`src/design/uff_consts.svh`:
```
// Constants of the serial FIFO control and DMA-ready block.
// Assumes a 250 MHz core clock and a byte-addressed Avalon-MM bus.
// Behaviour
// - Receive-data interrupt asserts at trigger count, drops below it.
// - Cause register shows trigger reached, cleared with the interrupt.
// - Data-ready bit set on first stored byte, cleared when empty.
// - Enabled FIFOs with all four interrupt enables clear means polled mode.
// - Status bit 5 means transmit FIFO empty, bit 6 also shifter empty.
// - Status bits 1-4 give receive error kinds, bit 7 any FIFO error.
// - Mode 0 transmit ready low while empty, high after first load.
// - Mode 0 receive ready low while data held, high when empty.
// - Mode 1 transmit ready high when full, low at trigger level.
// - Mode 1 receive ready low at trigger or timeout, high when empty.
// - Mode 1 transmit interrupt below trigger, receive at trigger.
// - Receive FIFO keeps filling past trigger until full.
// - Two-bit field picks receive trigger level.
// - Depth bit selects 16 bytes when zero, 64 bytes when one.
// - DMA bit selects mode 0 or 1; bit 4 reserved.
// - Transmit clear empties FIFO, leaves shifter, self-clears.
// - Receive clear empties FIFO, leaves shifter, self-clears.
// - Enable bit turns both FIFOs on; off means single holding byte.
// - Trigger codes give 1,4,8,14 or 1,16,32,56 bytes.
`ifndef UFF_CONSTS_SVH
`define UFF_CONSTS_SVH
// =====================================================
// Register byte offsets
`define UFF_OFF_DATA 5'h00
`define UFF_OFF_MASK 5'h04
`define UFF_OFF_SETUP 5'h08
`define UFF_OFF_CAUSE 5'h0c
`define UFF_OFF_LINE 5'h10
`define UFF_OFF_TXTRIG 5'h14
// =====================================================
// Reset values
`define UFF_SETUP_RST 8'h00
`define UFF_MASK_RST 4'h0
`define UFF_TXTRIG_RST 7'h08
// =====================================================
// Depths and trigger levels
`define UFF_DEPTH_SHALLOW 7'd16
`define UFF_DEPTH_DEEP 7'd64
`define UFF_DEPTH_SINGLE 7'd1
`define UFF_TRIG_S0 7'd1
`define UFF_TRIG_S1 7'd4
`define UFF_TRIG_S2 7'd8
`define UFF_TRIG_S3 7'd14
`define UFF_TRIG_D0 7'd1
`define UFF_TRIG_D1 7'd16
`define UFF_TRIG_D2 7'd32
`define UFF_TRIG_D3 7'd56
// =====================================================
// Cause codes, bits 3:0
`define UFF_CAUSE_NONE 4'h1
`define UFF_CAUSE_RXLVL 4'h4
`define UFF_CAUSE_RXTO 4'hc
`define UFF_CAUSE_TX 4'h2
`endif

```
`src/design/uff_pkg.sv`:
```
// Types of the serial FIFO control and DMA-ready block.
// Assumes uff_consts.svh supplies the numbers.
package uff_pkg;
    // Layout of the FIFO setup register
    typedef struct packed {
        logic [1:0] rx_trigger_field;
        logic deep;
        logic rsvd;
        logic dma_mode;
        logic tx_fifo_clear;
        logic rx_fifo_clear;
        logic fifo_en;
    } uff_setup_t;
    // One stored receive character with its error kinds
    typedef struct packed {
        logic brk;
        logic framing;
        logic parity;
        logic data_err_unused;
        logic [7:0] data;
    } uff_rx_word_t;
endpackage

```
`src/design/uff_top.sv`:
```
// FIFO control, status and DMA-ready logic of a serial controller.
// Assumes shift registers and time-out detect on the same core clock.
//
// Design decisions made here: register access over Avalon-MM and the address map.
`timescale 1ns/1ps
`include "uff_consts.svh"
module uff_top import uff_pkg::*; #(
    parameter int ADDR_W = 5
) (
    input wire logic CORE_CLK,
    input wire logic RESET,
    input wire logic [ADDR_W-1:0] AVS_ADDRESS,
    input wire logic AVS_READ,
    input wire logic AVS_WRITE,
    input wire logic [31:0] AVS_WRITEDATA,
    output logic [31:0] AVS_READDATA,
    output logic AVS_WAITREQUEST,
    input wire logic RX_PUSH,
    input wire uff_rx_word_t RX_WORD,
    input wire logic RX_TIMEOUT,
    output logic TX_VALID,
    output logic [7:0] TX_DATA,
    input wire logic TX_POP,
    input wire logic TX_SHIFT_BUSY,
    output logic RX_DATA_IRQ,
    output logic TX_IRQ,
    output logic TX_DMA_REQ_N,
    output logic RX_DMA_REQ_N
);
    // =====================================================
    // Helpers
    function automatic logic [6:0] trig_level(input logic [1:0] code,
                                              input logic deep);
        unique case (code)
            2'd0: trig_level = deep ? `UFF_TRIG_D0 : `UFF_TRIG_S0;
            2'd1: trig_level = deep ? `UFF_TRIG_D1 : `UFF_TRIG_S1;
            2'd2: trig_level = deep ? `UFF_TRIG_D2 : `UFF_TRIG_S2;
            2'd3: trig_level = deep ? `UFF_TRIG_D3 : `UFF_TRIG_S3;
        endcase
    endfunction

    function automatic logic sel(input logic [ADDR_W-1:0] a,
                                 input logic [4:0] off);
        sel = (a == ADDR_W'(off));
    endfunction

    // =====================================================
    // Bus slave: one wait state, action at the release edge
    uff_setup_t setup;
    logic [3:0] irq_mask_reg;
    logic [6:0] tx_trig;
    logic done;
    logic req;
    logic wr_go;
    logic rd_go;
    assign req = AVS_READ | AVS_WRITE;
    assign AVS_WAITREQUEST = req & ~done;
    assign wr_go = AVS_WRITE & done;
    assign rd_go = AVS_READ & done;

    // Done pulses for one cycle to end each request
    always_ff @(posedge CORE_CLK or posedge RESET) begin
        if (RESET) begin
            done <= 1'b0;
        end else begin
            done <= req & ~done;
        end
    end

    // =====================================================
    // FIFO storage and counts
    uff_rx_word_t rx_mem [0:63];
    logic [7:0] tx_mem [0:63];
    logic [5:0] rx_wr, rx_rd, tx_wr, tx_rd;
    logic [6:0] rx_cnt, tx_cnt, rx_err_cnt, cap;
    logic rx_full, tx_full, rx_pop, tx_push, rx_in, tx_out;
    logic setup_wr, fifo_on, rx_clr, tx_clr;
    logic [6:0] rx_trig;
    logic overrun, rx_to, polled;
    uff_setup_t wsetup;
    assign wsetup = uff_setup_t'(AVS_WRITEDATA[7:0]);
    assign setup_wr = wr_go & sel(AVS_ADDRESS, `UFF_OFF_SETUP);
    assign fifo_on = setup.fifo_en;
    // Capacity falls to one byte when the FIFOs are off
    assign cap = !fifo_on ? `UFF_DEPTH_SINGLE :
                 setup.deep ? `UFF_DEPTH_DEEP :
                 `UFF_DEPTH_SHALLOW;
    assign rx_trig = trig_level(setup.rx_trigger_field,
                                setup.deep);
    assign rx_full = (rx_cnt >= cap);
    assign tx_full = (tx_cnt >= cap);
    // Clears act at the write edge; toggling enable also flushes
    assign rx_clr = setup_wr & ((wsetup.fifo_en & wsetup.rx_fifo_clear)
                    | (wsetup.fifo_en != fifo_on));
    assign tx_clr = setup_wr & ((wsetup.fifo_en & wsetup.tx_fifo_clear)
                    | (wsetup.fifo_en != fifo_on));
    // Receive keeps loading past the trigger until full
    assign rx_in = RX_PUSH & ~rx_full;
    assign rx_pop = rd_go & sel(AVS_ADDRESS, `UFF_OFF_DATA)
                    & (rx_cnt != 7'd0);
    assign tx_push = wr_go & sel(AVS_ADDRESS, `UFF_OFF_DATA) & ~tx_full;
    assign tx_out = TX_POP & (tx_cnt != 7'd0);
    assign TX_VALID = (tx_cnt != 7'd0);
    assign TX_DATA = tx_mem[tx_rd];

    // Setup register; a write with enable low only disables
    always_ff @(posedge CORE_CLK or posedge RESET) begin
        if (RESET) begin
            setup <= uff_setup_t'(`UFF_SETUP_RST);
        end else if (setup_wr) begin
            if (wsetup.fifo_en) begin
                setup <= wsetup;
                setup.tx_fifo_clear <= 1'b0;
                setup.rx_fifo_clear <= 1'b0;
                setup.rsvd <= 1'b0;
            end else begin
                setup.fifo_en <= 1'b0;
            end
        end
    end

    // Interrupt enables and transmit trigger
    always_ff @(posedge CORE_CLK or posedge RESET) begin
        if (RESET) begin
            irq_mask_reg <= `UFF_MASK_RST;
            tx_trig <= `UFF_TXTRIG_RST;
        end else if (wr_go) begin
            if (sel(AVS_ADDRESS, `UFF_OFF_MASK)) begin
                irq_mask_reg <= AVS_WRITEDATA[3:0];
            end
            if (sel(AVS_ADDRESS, `UFF_OFF_TXTRIG)) begin
                tx_trig <= AVS_WRITEDATA[6:0];
            end
        end
    end

    // Receive and transmit store; shift register side is never touched by a clear
    always_ff @(posedge CORE_CLK) begin
        if (rx_in) begin
            rx_mem[rx_wr] <= RX_WORD;
        end
        if (tx_push) begin
            tx_mem[tx_wr] <= AVS_WRITEDATA[7:0];
        end
    end

    // Receive pointers and counts
    always_ff @(posedge CORE_CLK or posedge RESET) begin
        if (RESET) begin
            rx_wr <= 6'd0;
            rx_rd <= 6'd0;
            rx_cnt <= 7'd0;
            rx_err_cnt <= 7'd0;
        end else if (rx_clr) begin
            rx_wr <= 6'd0;
            rx_rd <= 6'd0;
            rx_cnt <= 7'd0;
            rx_err_cnt <= 7'd0;
        end else begin
            if (rx_in) begin
                rx_wr <= rx_wr + 6'd1;
            end
            if (rx_pop) begin
                rx_rd <= rx_rd + 6'd1;
            end
            rx_cnt <= rx_cnt + 7'(rx_in) - 7'(rx_pop);
            rx_err_cnt <= rx_err_cnt
                + 7'(rx_in & |RX_WORD[11:9])
                - 7'(rx_pop & |rx_mem[rx_rd][11:9]);
        end
    end

    // Transmit pointers and count
    always_ff @(posedge CORE_CLK or posedge RESET) begin
        if (RESET) begin
            tx_wr <= 6'd0;
            tx_rd <= 6'd0;
            tx_cnt <= 7'd0;
        end else if (tx_clr) begin
            tx_wr <= 6'd0;
            tx_rd <= 6'd0;
            tx_cnt <= 7'd0;
        end else begin
            if (tx_push) begin
                tx_wr <= tx_wr + 6'd1;
            end
            if (tx_out) begin
                tx_rd <= tx_rd + 6'd1;
            end
            tx_cnt <= tx_cnt + 7'(tx_push) - 7'(tx_out);
        end
    end

    // =====================================================
    // Sticky receive events; a new event beats the clear
    logic line_rd;
    assign line_rd = rd_go & sel(AVS_ADDRESS, `UFF_OFF_LINE);
    always_ff @(posedge CORE_CLK or posedge RESET) begin
        if (RESET) begin
            overrun <= 1'b0;
            rx_to <= 1'b0;
        end else begin
            if (RX_PUSH & rx_full) begin
                overrun <= 1'b1;
            end else if (line_rd) begin
                overrun <= 1'b0;
            end
            if (RX_TIMEOUT & fifo_on) begin
                rx_to <= 1'b1;
            end else if (rx_pop | rx_clr | rx_cnt == 7'd0) begin
                rx_to <= 1'b0;
            end
        end
    end

    // =====================================================
    // Interrupt levels and cause
    logic rx_lvl, rx_irq_i, tx_irq_i;
    logic [3:0] cause;
    assign polled = fifo_on & (irq_mask_reg == 4'h0);
    assign rx_lvl = fifo_on ? (rx_cnt >= rx_trig)
                            : (rx_cnt != 7'd0);
    assign rx_irq_i = irq_mask_reg[0] & rx_lvl;
    assign tx_irq_i = irq_mask_reg[1] &
        ((fifo_on & setup.dma_mode) ? (tx_cnt < tx_trig)
                                    : (tx_cnt == 7'd0));
    assign RX_DATA_IRQ = rx_irq_i | (irq_mask_reg[0] & rx_to);
    assign TX_IRQ = tx_irq_i;
    // Receive level outranks time-out, which outranks transmit
    always_comb begin
        if (rx_irq_i) begin
            cause = `UFF_CAUSE_RXLVL;
        end else if (irq_mask_reg[0] & rx_to) begin
            cause = `UFF_CAUSE_RXTO;
        end else if (tx_irq_i) begin
            cause = `UFF_CAUSE_TX;
        end else begin
            cause = `UFF_CAUSE_NONE;
        end
    end

    // =====================================================
    // DMA ready pins; mode 1 keeps state between the two thresholds.
    // The pins follow the counts at once and the flops only remember
    // the hysteresis, so a DMA engine never acts on a level a cycle old.
    logic tx_hold, rx_hold, mode1, tx_blk, rx_blk;
    assign mode1 = fifo_on & setup.dma_mode;
    assign tx_blk = tx_full | (tx_hold & (tx_cnt > tx_trig));
    assign rx_blk = (rx_cnt >= rx_trig) | (rx_to & rx_cnt != 7'd0)
                    | (rx_hold & rx_cnt != 7'd0);
    always_ff @(posedge CORE_CLK or posedge RESET) begin
        if (RESET) begin
            tx_hold <= 1'b0;
            rx_hold <= 1'b0;
        end else begin
            tx_hold <= tx_blk;
            rx_hold <= rx_blk;
        end
    end
    assign TX_DMA_REQ_N = mode1 ? tx_blk : (tx_cnt != 7'd0);
    assign RX_DMA_REQ_N = mode1 ? ~rx_blk : (rx_cnt == 7'd0);

    // =====================================================
    // Read data, captured on the first cycle of a read
    logic [7:0] line_state_reg;
    uff_setup_t setup_rd;
    assign line_state_reg = {
        (rx_err_cnt != 7'd0),
        (tx_cnt == 7'd0) & ~TX_SHIFT_BUSY,
        (tx_cnt == 7'd0),
        rx_cnt != 7'd0 ? rx_mem[rx_rd][11:9] : 3'd0,
        overrun,
        (rx_cnt != 7'd0)
    };
    always_comb begin
        setup_rd = setup;
        setup_rd.tx_fifo_clear = 1'b0;
        setup_rd.rx_fifo_clear = 1'b0;
    end
    always_ff @(posedge CORE_CLK or posedge RESET) begin
        if (RESET) begin
            AVS_READDATA <= 32'h0;
        end else if (AVS_READ & ~done) begin
            AVS_READDATA <= 32'h0;
            if (sel(AVS_ADDRESS, `UFF_OFF_DATA)) begin
                AVS_READDATA[7:0] <= rx_cnt != 7'd0 ?
                    rx_mem[rx_rd].data : 8'h00;
            end
            if (sel(AVS_ADDRESS, `UFF_OFF_MASK)) begin
                AVS_READDATA[3:0] <= irq_mask_reg;
            end
            if (sel(AVS_ADDRESS, `UFF_OFF_SETUP)) begin
                AVS_READDATA[7:0] <= setup_rd;
            end
            if (sel(AVS_ADDRESS, `UFF_OFF_CAUSE)) begin
                AVS_READDATA[7:0] <= {fifo_on, fifo_on, setup.deep,
                                      1'b0, cause};
            end
            if (sel(AVS_ADDRESS, `UFF_OFF_LINE)) begin
                AVS_READDATA[7:0] <= line_state_reg;
            end
            if (sel(AVS_ADDRESS, `UFF_OFF_TXTRIG)) begin
                AVS_READDATA[6:0] <= tx_trig;
            end
        end
    end

    // =====================================================
    // Checks
    AST_RX_IRQ_LEVEL: assert property (
        @(posedge CORE_CLK) disable iff (RESET)
        (fifo_on & irq_mask_reg[0]) |-> (rx_irq_i == (rx_cnt >= rx_trig)))
        else $error("rx irq not tied to trigger level");
    AST_CAUSE_RX: assert property (
        @(posedge CORE_CLK) disable iff (RESET)
        rx_irq_i |-> cause == `UFF_CAUSE_RXLVL)
        else $error("cause misses receive level");
    AST_DATA_READY: assert property (
        @(posedge CORE_CLK) disable iff (RESET)
        rx_in & ~rx_clr |=> line_state_reg[0])
        else $error("data ready not set after store");
    AST_TX_EMPTY: assert property (
        @(posedge CORE_CLK) disable iff (RESET)
        line_state_reg[6] |-> line_state_reg[5])
        else $error("bit 6 set without bit 5");
    AST_MODE0_TX: assert property (
        @(posedge CORE_CLK) disable iff (RESET)
        ~mode1 & tx_push & ~tx_clr |=> TX_DMA_REQ_N)
        else $error("tx ready still low after load");
    AST_MODE0_RX: assert property (
        @(posedge CORE_CLK) disable iff (RESET)
        ~mode1 |-> (RX_DMA_REQ_N == (rx_cnt == 7'd0)))
        else $error("mode 0 rx ready wrong");
    AST_MODE1_RX: assert property (
        @(posedge CORE_CLK) disable iff (RESET)
        mode1 & $past(mode1) & $fell(RX_DMA_REQ_N)
        |-> (rx_cnt >= rx_trig) | rx_to)
        else $error("rx ready fell without cause");
    AST_NO_OVERFILL: assert property (
        @(posedge CORE_CLK) disable iff (RESET)
        rx_cnt <= `UFF_DEPTH_DEEP)
        else $error("rx count past depth");
    AST_CLEAR_ONE: assert property (
        @(posedge CORE_CLK) disable iff (RESET)
        rx_clr |=> rx_cnt == 7'd0 && setup.rx_fifo_clear == 1'b0)
        else $error("rx clear took longer than one clock");
    AST_TX_CLEAR: assert property (
        @(posedge CORE_CLK) disable iff (RESET)
        tx_clr |=> tx_cnt == 7'd0 && setup.tx_fifo_clear == 1'b0)
        else $error("tx clear took longer than one clock");
    AST_IGNORE_OFF: assert property (
        @(posedge CORE_CLK) disable iff (RESET)
        setup_wr & ~wsetup.fifo_en |=> $stable(setup.dma_mode))
        else $error("setup changed with enable low");
    AST_WAIT_ONE: assert property (
        @(posedge CORE_CLK) disable iff (RESET)
        req & ~done |=> ~AVS_WAITREQUEST)
        else $error("bus answer late");
    AST_MODE1_TX_FULL: assert property (
        @(posedge CORE_CLK) disable iff (RESET)
        mode1 & tx_full |-> TX_DMA_REQ_N)
        else $error("tx ready low with full fifo");
    AST_MODE1_TX_TRIG: assert property (
        @(posedge CORE_CLK) disable iff (RESET)
        mode1 & ~tx_full & (tx_cnt <= tx_trig) |-> ~TX_DMA_REQ_N)
        else $error("tx ready high at trigger level");
    AST_TX_IRQ_BLOCK: assert property (
        @(posedge CORE_CLK) disable iff (RESET)
        mode1 & irq_mask_reg[1] |-> (TX_IRQ == (tx_cnt < tx_trig)))
        else $error("block mode tx irq wrong");
    AST_SINGLE_HOLD: assert property (
        @(posedge CORE_CLK) disable iff (RESET)
        ~fifo_on |-> (rx_cnt <= 7'd1) && (tx_cnt <= 7'd1))
        else $error("more than one byte held with fifos off");
endmodule

```
`config.mk`:
```
export PLATFORM = sky130hd
export DESIGN_NAME = uff_top
export DESIGN_NICKNAME = d
export VERILOG_FILES = /design/src/design/uff_pkg.sv /design/src/design/uff_top.sv
export VERILOG_INCLUDE_DIRS = /design/src /design/src/design
export SDC_FILE = /design/constraint.sdc
export NUM_CORES = 1
export LEC_CHECK = 0
export BUFFER_PORTS_ARGS = -buffer_cell sky130_fd_sc_hd__buf_2
export CAP_MARGIN = 20
export CORE_UTILIZATION = 50
export CTS_BUF_LIST = sky130_fd_sc_hd__clkbuf_16
export DETAILED_ROUTE_END_ITERATION = 10
export HOLD_SLACK_MARGIN = 0.05
export PLACE_DENSITY = 0.77
export SYNTH_ARGS = -nofsm -noshare
export SYNTH_HDL_FRONTEND = slang
export SYNTH_SLANG_ARGS = --single-unit
```
`constraint.sdc`:
```
create_clock -name CORE_CLK -period 4.7 [get_ports CORE_CLK]
set_input_delay 0.47 -clock CORE_CLK [delete_from_list [all_inputs] [get_ports CORE_CLK]]
set_output_delay 0.47 -clock CORE_CLK [all_outputs]
set_load 0.02 [all_outputs]
```
Yosys cells after proc, flatten, opt, wreduce, memory -nomap -nowiden
Memories as Yosys holds them, arrays and structs flattened.
Index checks and enable logic that the tools add are counted.
{ "totals": {"word_cells": 146, "inputBits": 57, "reg_bits": 74, "memories": 2, "ram_bits": 1280} }
{ "op_classes": {"n_lt_le_gt_ge": 5, "n_addsub": 10, "n_bitwise": 42, "mux": 41, "reduce_logical": 18, "n_eq_ne": 9} }
{ "memory_table": {"columns": ["memory", "words", "width", "rd", "rd_ports_with_merged_regs", "wr", "line", "source"], "rows": [
  ["rx_mem", 64, 12, 1, 0, 1, "uff_top.sv:72", "uff_rx_word_t rx_mem [0:63];"],
  ["tx_mem", 64, 8, 1, 0, 1, "uff_top.sv:73", "logic [7:0] tx_mem [0:63];"]
]} }
{ "op_table": {"columns": ["operator", "count"], "rows": [
  ["$mux W6", 10],
  ["$mux W7", 6],
  ["$mux W8", 5],
  ["$and A1 B1 Y1", 28],
  ["$pmux W7 S4", 1],
  ["$add A6 B1 Y6 const B", 4],
  ["$add A7 B1 Y7", 3],
  ["$ge A7 B7 Y1", 3],
  ["$reduce_bool A7 Y1", 3],
  ["$sub A7 B1 Y7", 3],
  ["$logic_not A7 Y1", 2],
  ["$mux W1", 13],
  ["$mux W4", 3],
  ["$reduce_bool A2 Y1", 6],
  ["$eq A5 B4 Y1 const B", 2],
  ["$eq A5 B5 Y1 const B", 2],
  ["$or A1 B1 Y1", 9],
  ["$gt A7 B7 Y1", 1],
  ["$lt A7 B7 Y1", 1],
  ["$reduce_and A2 Y1", 3],
  ["$reduce_or A3 Y1", 2],
  ["$eq A5 B3 Y1 const B", 1],
  ["$logic_not A5 Y1", 1],
  ["$mux W5", 1],
  ["7 further kinds", 12]
]} }

Longest topological paths before layout
{ "depth": {"ltp_word": 9, "ltp_mapped": 22, "ltp_nobuf": 19} }

Least setup slack after synthesis
No wires, ideal clock.
{ "synth_timing": {"path_type": "register -> register", "startpoint": "register rx_rd[1]", "endpoint": "register rx_err_cnt[6]", "slack_ns": 0.586, "arrival_time_ns": 3.978, "path_buffers": 4, "stages_incl_launch_ff": 21, "required_ns": 4.564, "cell_sequence": "dfrtp_1 buf_2 buf_2 buf_2 buf_1 mux4_2 a211oi_1 nor2_1 nor3b_1 a211oi_1 ha_1 inv_1 ha_1 inv_1 fa_1 nand2b_1 a21oi_1 o21ai_0 a21oi_1 or3_1 a21oi_1"} }
{ "synth_between": {"elab_chain_len": 5} }
{ "synth_rtl": {"columns": ["element", "line", "source"], "rows": [
  ["from (decl)", "uff_top.sv:74", "logic [5:0] rx_wr, rx_rd, tx_wr, tx_rd;"],
  ["from (signal assigned)", "uff_top.sv:164", "rx_rd <= rx_rd + 6'd1;"],
  ["$mem_v2 Z64 W12", null, null],
  ["$reduce_or A3 Y1", "uff_top.sv:169", "- 7'(rx_pop & |rx_mem[rx_rd][11:9]);"],
  ["$and A1 B1 Y1", "uff_top.sv:169", null],
  ["$sub A7 B1 Y7", "uff_top.sv:169", null],
  ["$mux W7", "uff_top.sv:154", "end else if (rx_clr) begin"],
  ["to (signal assigned)", "uff_top.sv:167", "rx_err_cnt <= rx_err_cnt"],
  ["to (decl)", "uff_top.sv:75", "logic [6:0] rx_cnt, tx_cnt, rx_err_cnt, cap;"]
]} }
Every way passes these cells.
A chain may end at the register's enable or synchronous reset.

Worst setup path in the final report
{ "layout_timing": {"startpoint": "register rx_rd[4]", "endpoint": "register rx_err_cnt[6]"} }
The elaborated chain is that of the path after synthesis.

==> run_results.csv <==
group,metric,value,unit
sta,period_share,96.2,%
global_routing,track_usage,23.7,%
sta,hold_violations,0,
sta,clock-skew-final,0.0467,ns
power_and_ir_drop,cellLeakagePower,0.0194,µW
die,fp.dieW,325,µm
logic_synthesis,ys_warn_count,0,
routing,remaining_drc_errors,0,
critical_path,worstReg2RegStart,"rx_rd[4]",
place,place_congestion,0.934,
critical_path,critical_path_class,"flop to flop",
die,initial_core_util,50.4,%
logic_synthesis,ys_async_sr_fraction,5.74,%
logic_synthesis,yosysTopAreaCell,"edfxtp_1",
clock_tree,clkTransAtPathRegs,0.07,ns
sta,drv_slew,0,
clock_tree,cts_sinks,1290,
cells_and_area,fin_area,59000,µm²
power_and_ir_drop,p_seq_share,43.9,%
die,row_count,118,
logic_synthesis,synth_area,52100,µm²
logic_synthesis,yosysMostFrequentCell,"edfxtp_1",
clock_tree,clock_latency,0.74,ns
power_and_ir_drop,total_power,30300,µW
cells_and_area,syn_to_final_growth,13.1,%
logic_synthesis,ys_types,76,
run_status,status,"finished, final reports clean",
routing,via_per_inst,6.27,
sta,maxSlewHeadroom,26.1,%
power_and_ir_drop,p_int,21200,µW
global_routing,antenna_found_initial,6,
routing,dr.first_iter.drc_count,4196,
die,die_area,106000,µm²
logic_synthesis,ys_top_cells_by_area,"edfxtp_1 (70%), mux4_2 (10%), mux2i_1 (3.6%)",
routing,wl_per_cell,28.2,µm
sta,max_clock_freq,221,MHz
clock_tree,cts_tree,"built",
logic_synthesis,yosysSeqAreaShare,73.6,%
power_and_ir_drop,clkPwrFrac,31.1,%
job,drv_cap,0,
cells_and_area,layout-drive-gt1-share,22.9,%
logic_synthesis,syn_inst,2785,
place,dp_slack,0.100,ns
critical_path,cp.required,5.36,ns
sta,setup_violations,0,
place,io_buffers,53,
clock_tree,cts_max_path_buffers,3,
cells_and_area,largest_register_ff_count,704,
die,die-height,325,µm
power_and_ir_drop,p_comb_share,24.9,%
cells_and_area,regMostFlops,"rx_mem",
critical_path,cp-end-kind,"flop",
place,place_hpwl,77700,µm
hold_path,hp-class,"input pin to flop",
routing,routed-via-count,28200,
power_and_ir_drop,peakVddDrop,0.394,mV
cells_and_area,nets,3114,
cells_and_area,ff_latch_area,38400,µm²
logic_synthesis,yosys.area.top_type_share,70.0,%
critical_path,crit_start,"rx_rd[4]",
clock_tree,cts-htree-levels,3,
clock_tree,cts_buffers,119,
power_and_ir_drop,p_switching,9030,µW
logic_synthesis,synth_common_cells,"edfxtp_1 (1216), mux4_2 (241), mux2i_1 (185)",
clock_tree,cts_root_buf,"clkbuf_16",
routing,wirelength,126000,µm
sta,setup_ws,0.177,ns
die,ios,103,
logic_synthesis,synth_edf_count,1216,
sta,tightestPinTransition,1.10,ns
cells_and_area,fillerInstances,7333,
global_routing,grt_pass1_wl,185000,µm
die,core_area,103000,µm²
global_routing,grt_pass1_vias,28000,
place,postPlaceCellArea,54900,µm²
cells_and_area,top_regs,"rx_mem (704), tx_mem (512), AVS_READDATA (8)",
logic_synthesis,ys_ff_latch,1290,
sta,post-route-min-period,4.52,ns
routing,firstDrtPassIters,8,
logic_synthesis,synth_ff_type,"edfxtp_1",
hold_path,hp-start,"AVS_READ",
routing,drtAntennaViolNets,0,
critical_path,critPathArrivalTime,5.18,ns
global_routing,grt_max_degree,69,
global_routing,overflow,0,
cells_and_area,multi_input_area,12800,µm²
logic_synthesis,syn_avg_cell_area,18.7,µm²
critical_path,worst_setup_path_start_kind,"flop",
cells_and_area,post-route-util,57.0,%
power_and_ir_drop,power_density,514,nW/µm²
power_and_ir_drop,swShare,29.8,%
critical_path,cp_max_fo,14,
-- worst paths after layout --
check | endpoint | depth (start not counted) | slack [ns]
setup / recovery | rx_err_cnt[6] | 18 | 0.18
hold / removal | done | 3 | 0.1
setup reg to reg | rx_err_cnt[6] | 18 | 0.18
hold reg to reg | tx_trig[2] | 1 | 0.51
max in group asynchronous | rx_cnt[5] | 4 | 3.22
min in group asynchronous | rx_rd[3] | 3 | 0.34
-- routing by layer --
layer	routed length, µm	GRT usage [%]	part of all wire, %	up-vias
li1	-	-	-	11700
met1	48100	33.1	38	14400
met2	59500	37.1	47	1810
met3	15000	5.70	12	289
met4	3720	7.05	2.9	4
met5	29	0	0.023	-
-- cells in the final DEF, fill, tap and decap left out, types with 8 or more instances in the layout --
cell type and instances:
edfxtp_1 1216, mux4_2 241, mux2i_1 185, nor2_1 176, buf_4 172, clkbuf_16 119, nand2_1 88, o221ai_1 80
inv_1 79, a21oi_1 74, dfrtp_1 69, buf_2 53, ha_1 52, o22ai_1 38, nand3_1 35, clkinv_1 33
o21ai_0 30, mux2_2 27, xnor2_1 25, clkinv_2 24, conb_1 24, nor2b_1 17, buf_12 16, a22oi_1 15
nor3_1 12, and2_1 11, nand3b_1 10, bufinv_16 10, or3_1 9, nor2_2 9, a211oi_1 8, a221oi_1 8
-- timing repair --
action	4_1_cts	5_1_grt
setup endpoints to repair	0	1
hold buffers	2	0
gates resized for setup	0	3
buffers inserted	0	13
hold endpoints to repair	25	0
-- metrics by stage --
step,hold WS (ns),setup TNS [ns],std cells
floorplan,0.470,0,2808
global placement,0.492,0,4245
detailed placement,0.498,0,4246
CTS,0.0673,0,4475
global route,0.113,-0.0318,4488
finish,0.0975,0,4489
-- cell families after synthesis --
family | synth area share (%)
AND/OR/NAND/NOR | 3.71
XOR/XNOR | 0.504
multiplexers | 14.5
other | 0.00719
AO/OA/AOI/OAI | 4.28
flip-flops | 73.6
buffers and inverters | 1.98
adder cells (fa/ha/maj) | 1.36
-- critical path, cell delays in order, from the launching register on --
cell	delay (ns)
dfrtp_1	0.91
buf_4	0.29
nand2_1	0.18
o21ai_0	0.30
a211oi_1	0.11
a311oi_1	0.32
nor3b_1	0.31
a211oi_2	0.13
ha_1	0.30
inv_1	0.06
ha_1	0.15
inv_1	0.06
fa_1	0.42
nand2b_1	0.16
a21oi_1	0.20
o21ai_0	0.13
a21oi_1	0.19
o21ai_0	0.10
a21oi_1	0.14
-- final cells by class --
class                      instances  share of cell area, %
antenna                            1                0.00424
clock inverter                   108                   1.50
sequential                      1290                   65.1
inverter                          56                  0.359
timing repair buffer             245                   3.28
clock buffer                     119                   5.05
multi-input combinational       1290                   21.8
tap                             1380                   2.93
-- power by group through the flow --
stage                     Combinational (µW)  Sequential (µW)  Clock, µW
after floorplan                         5180            13300          0
after global placement                  7070            13500          0
after detailed placement                7310            13500          0
after CTS                               7410            13300       9500
after global routing                    8000            13300       9940
final                                   7550            13300       9430
Power figures use the tool's default switching activity.
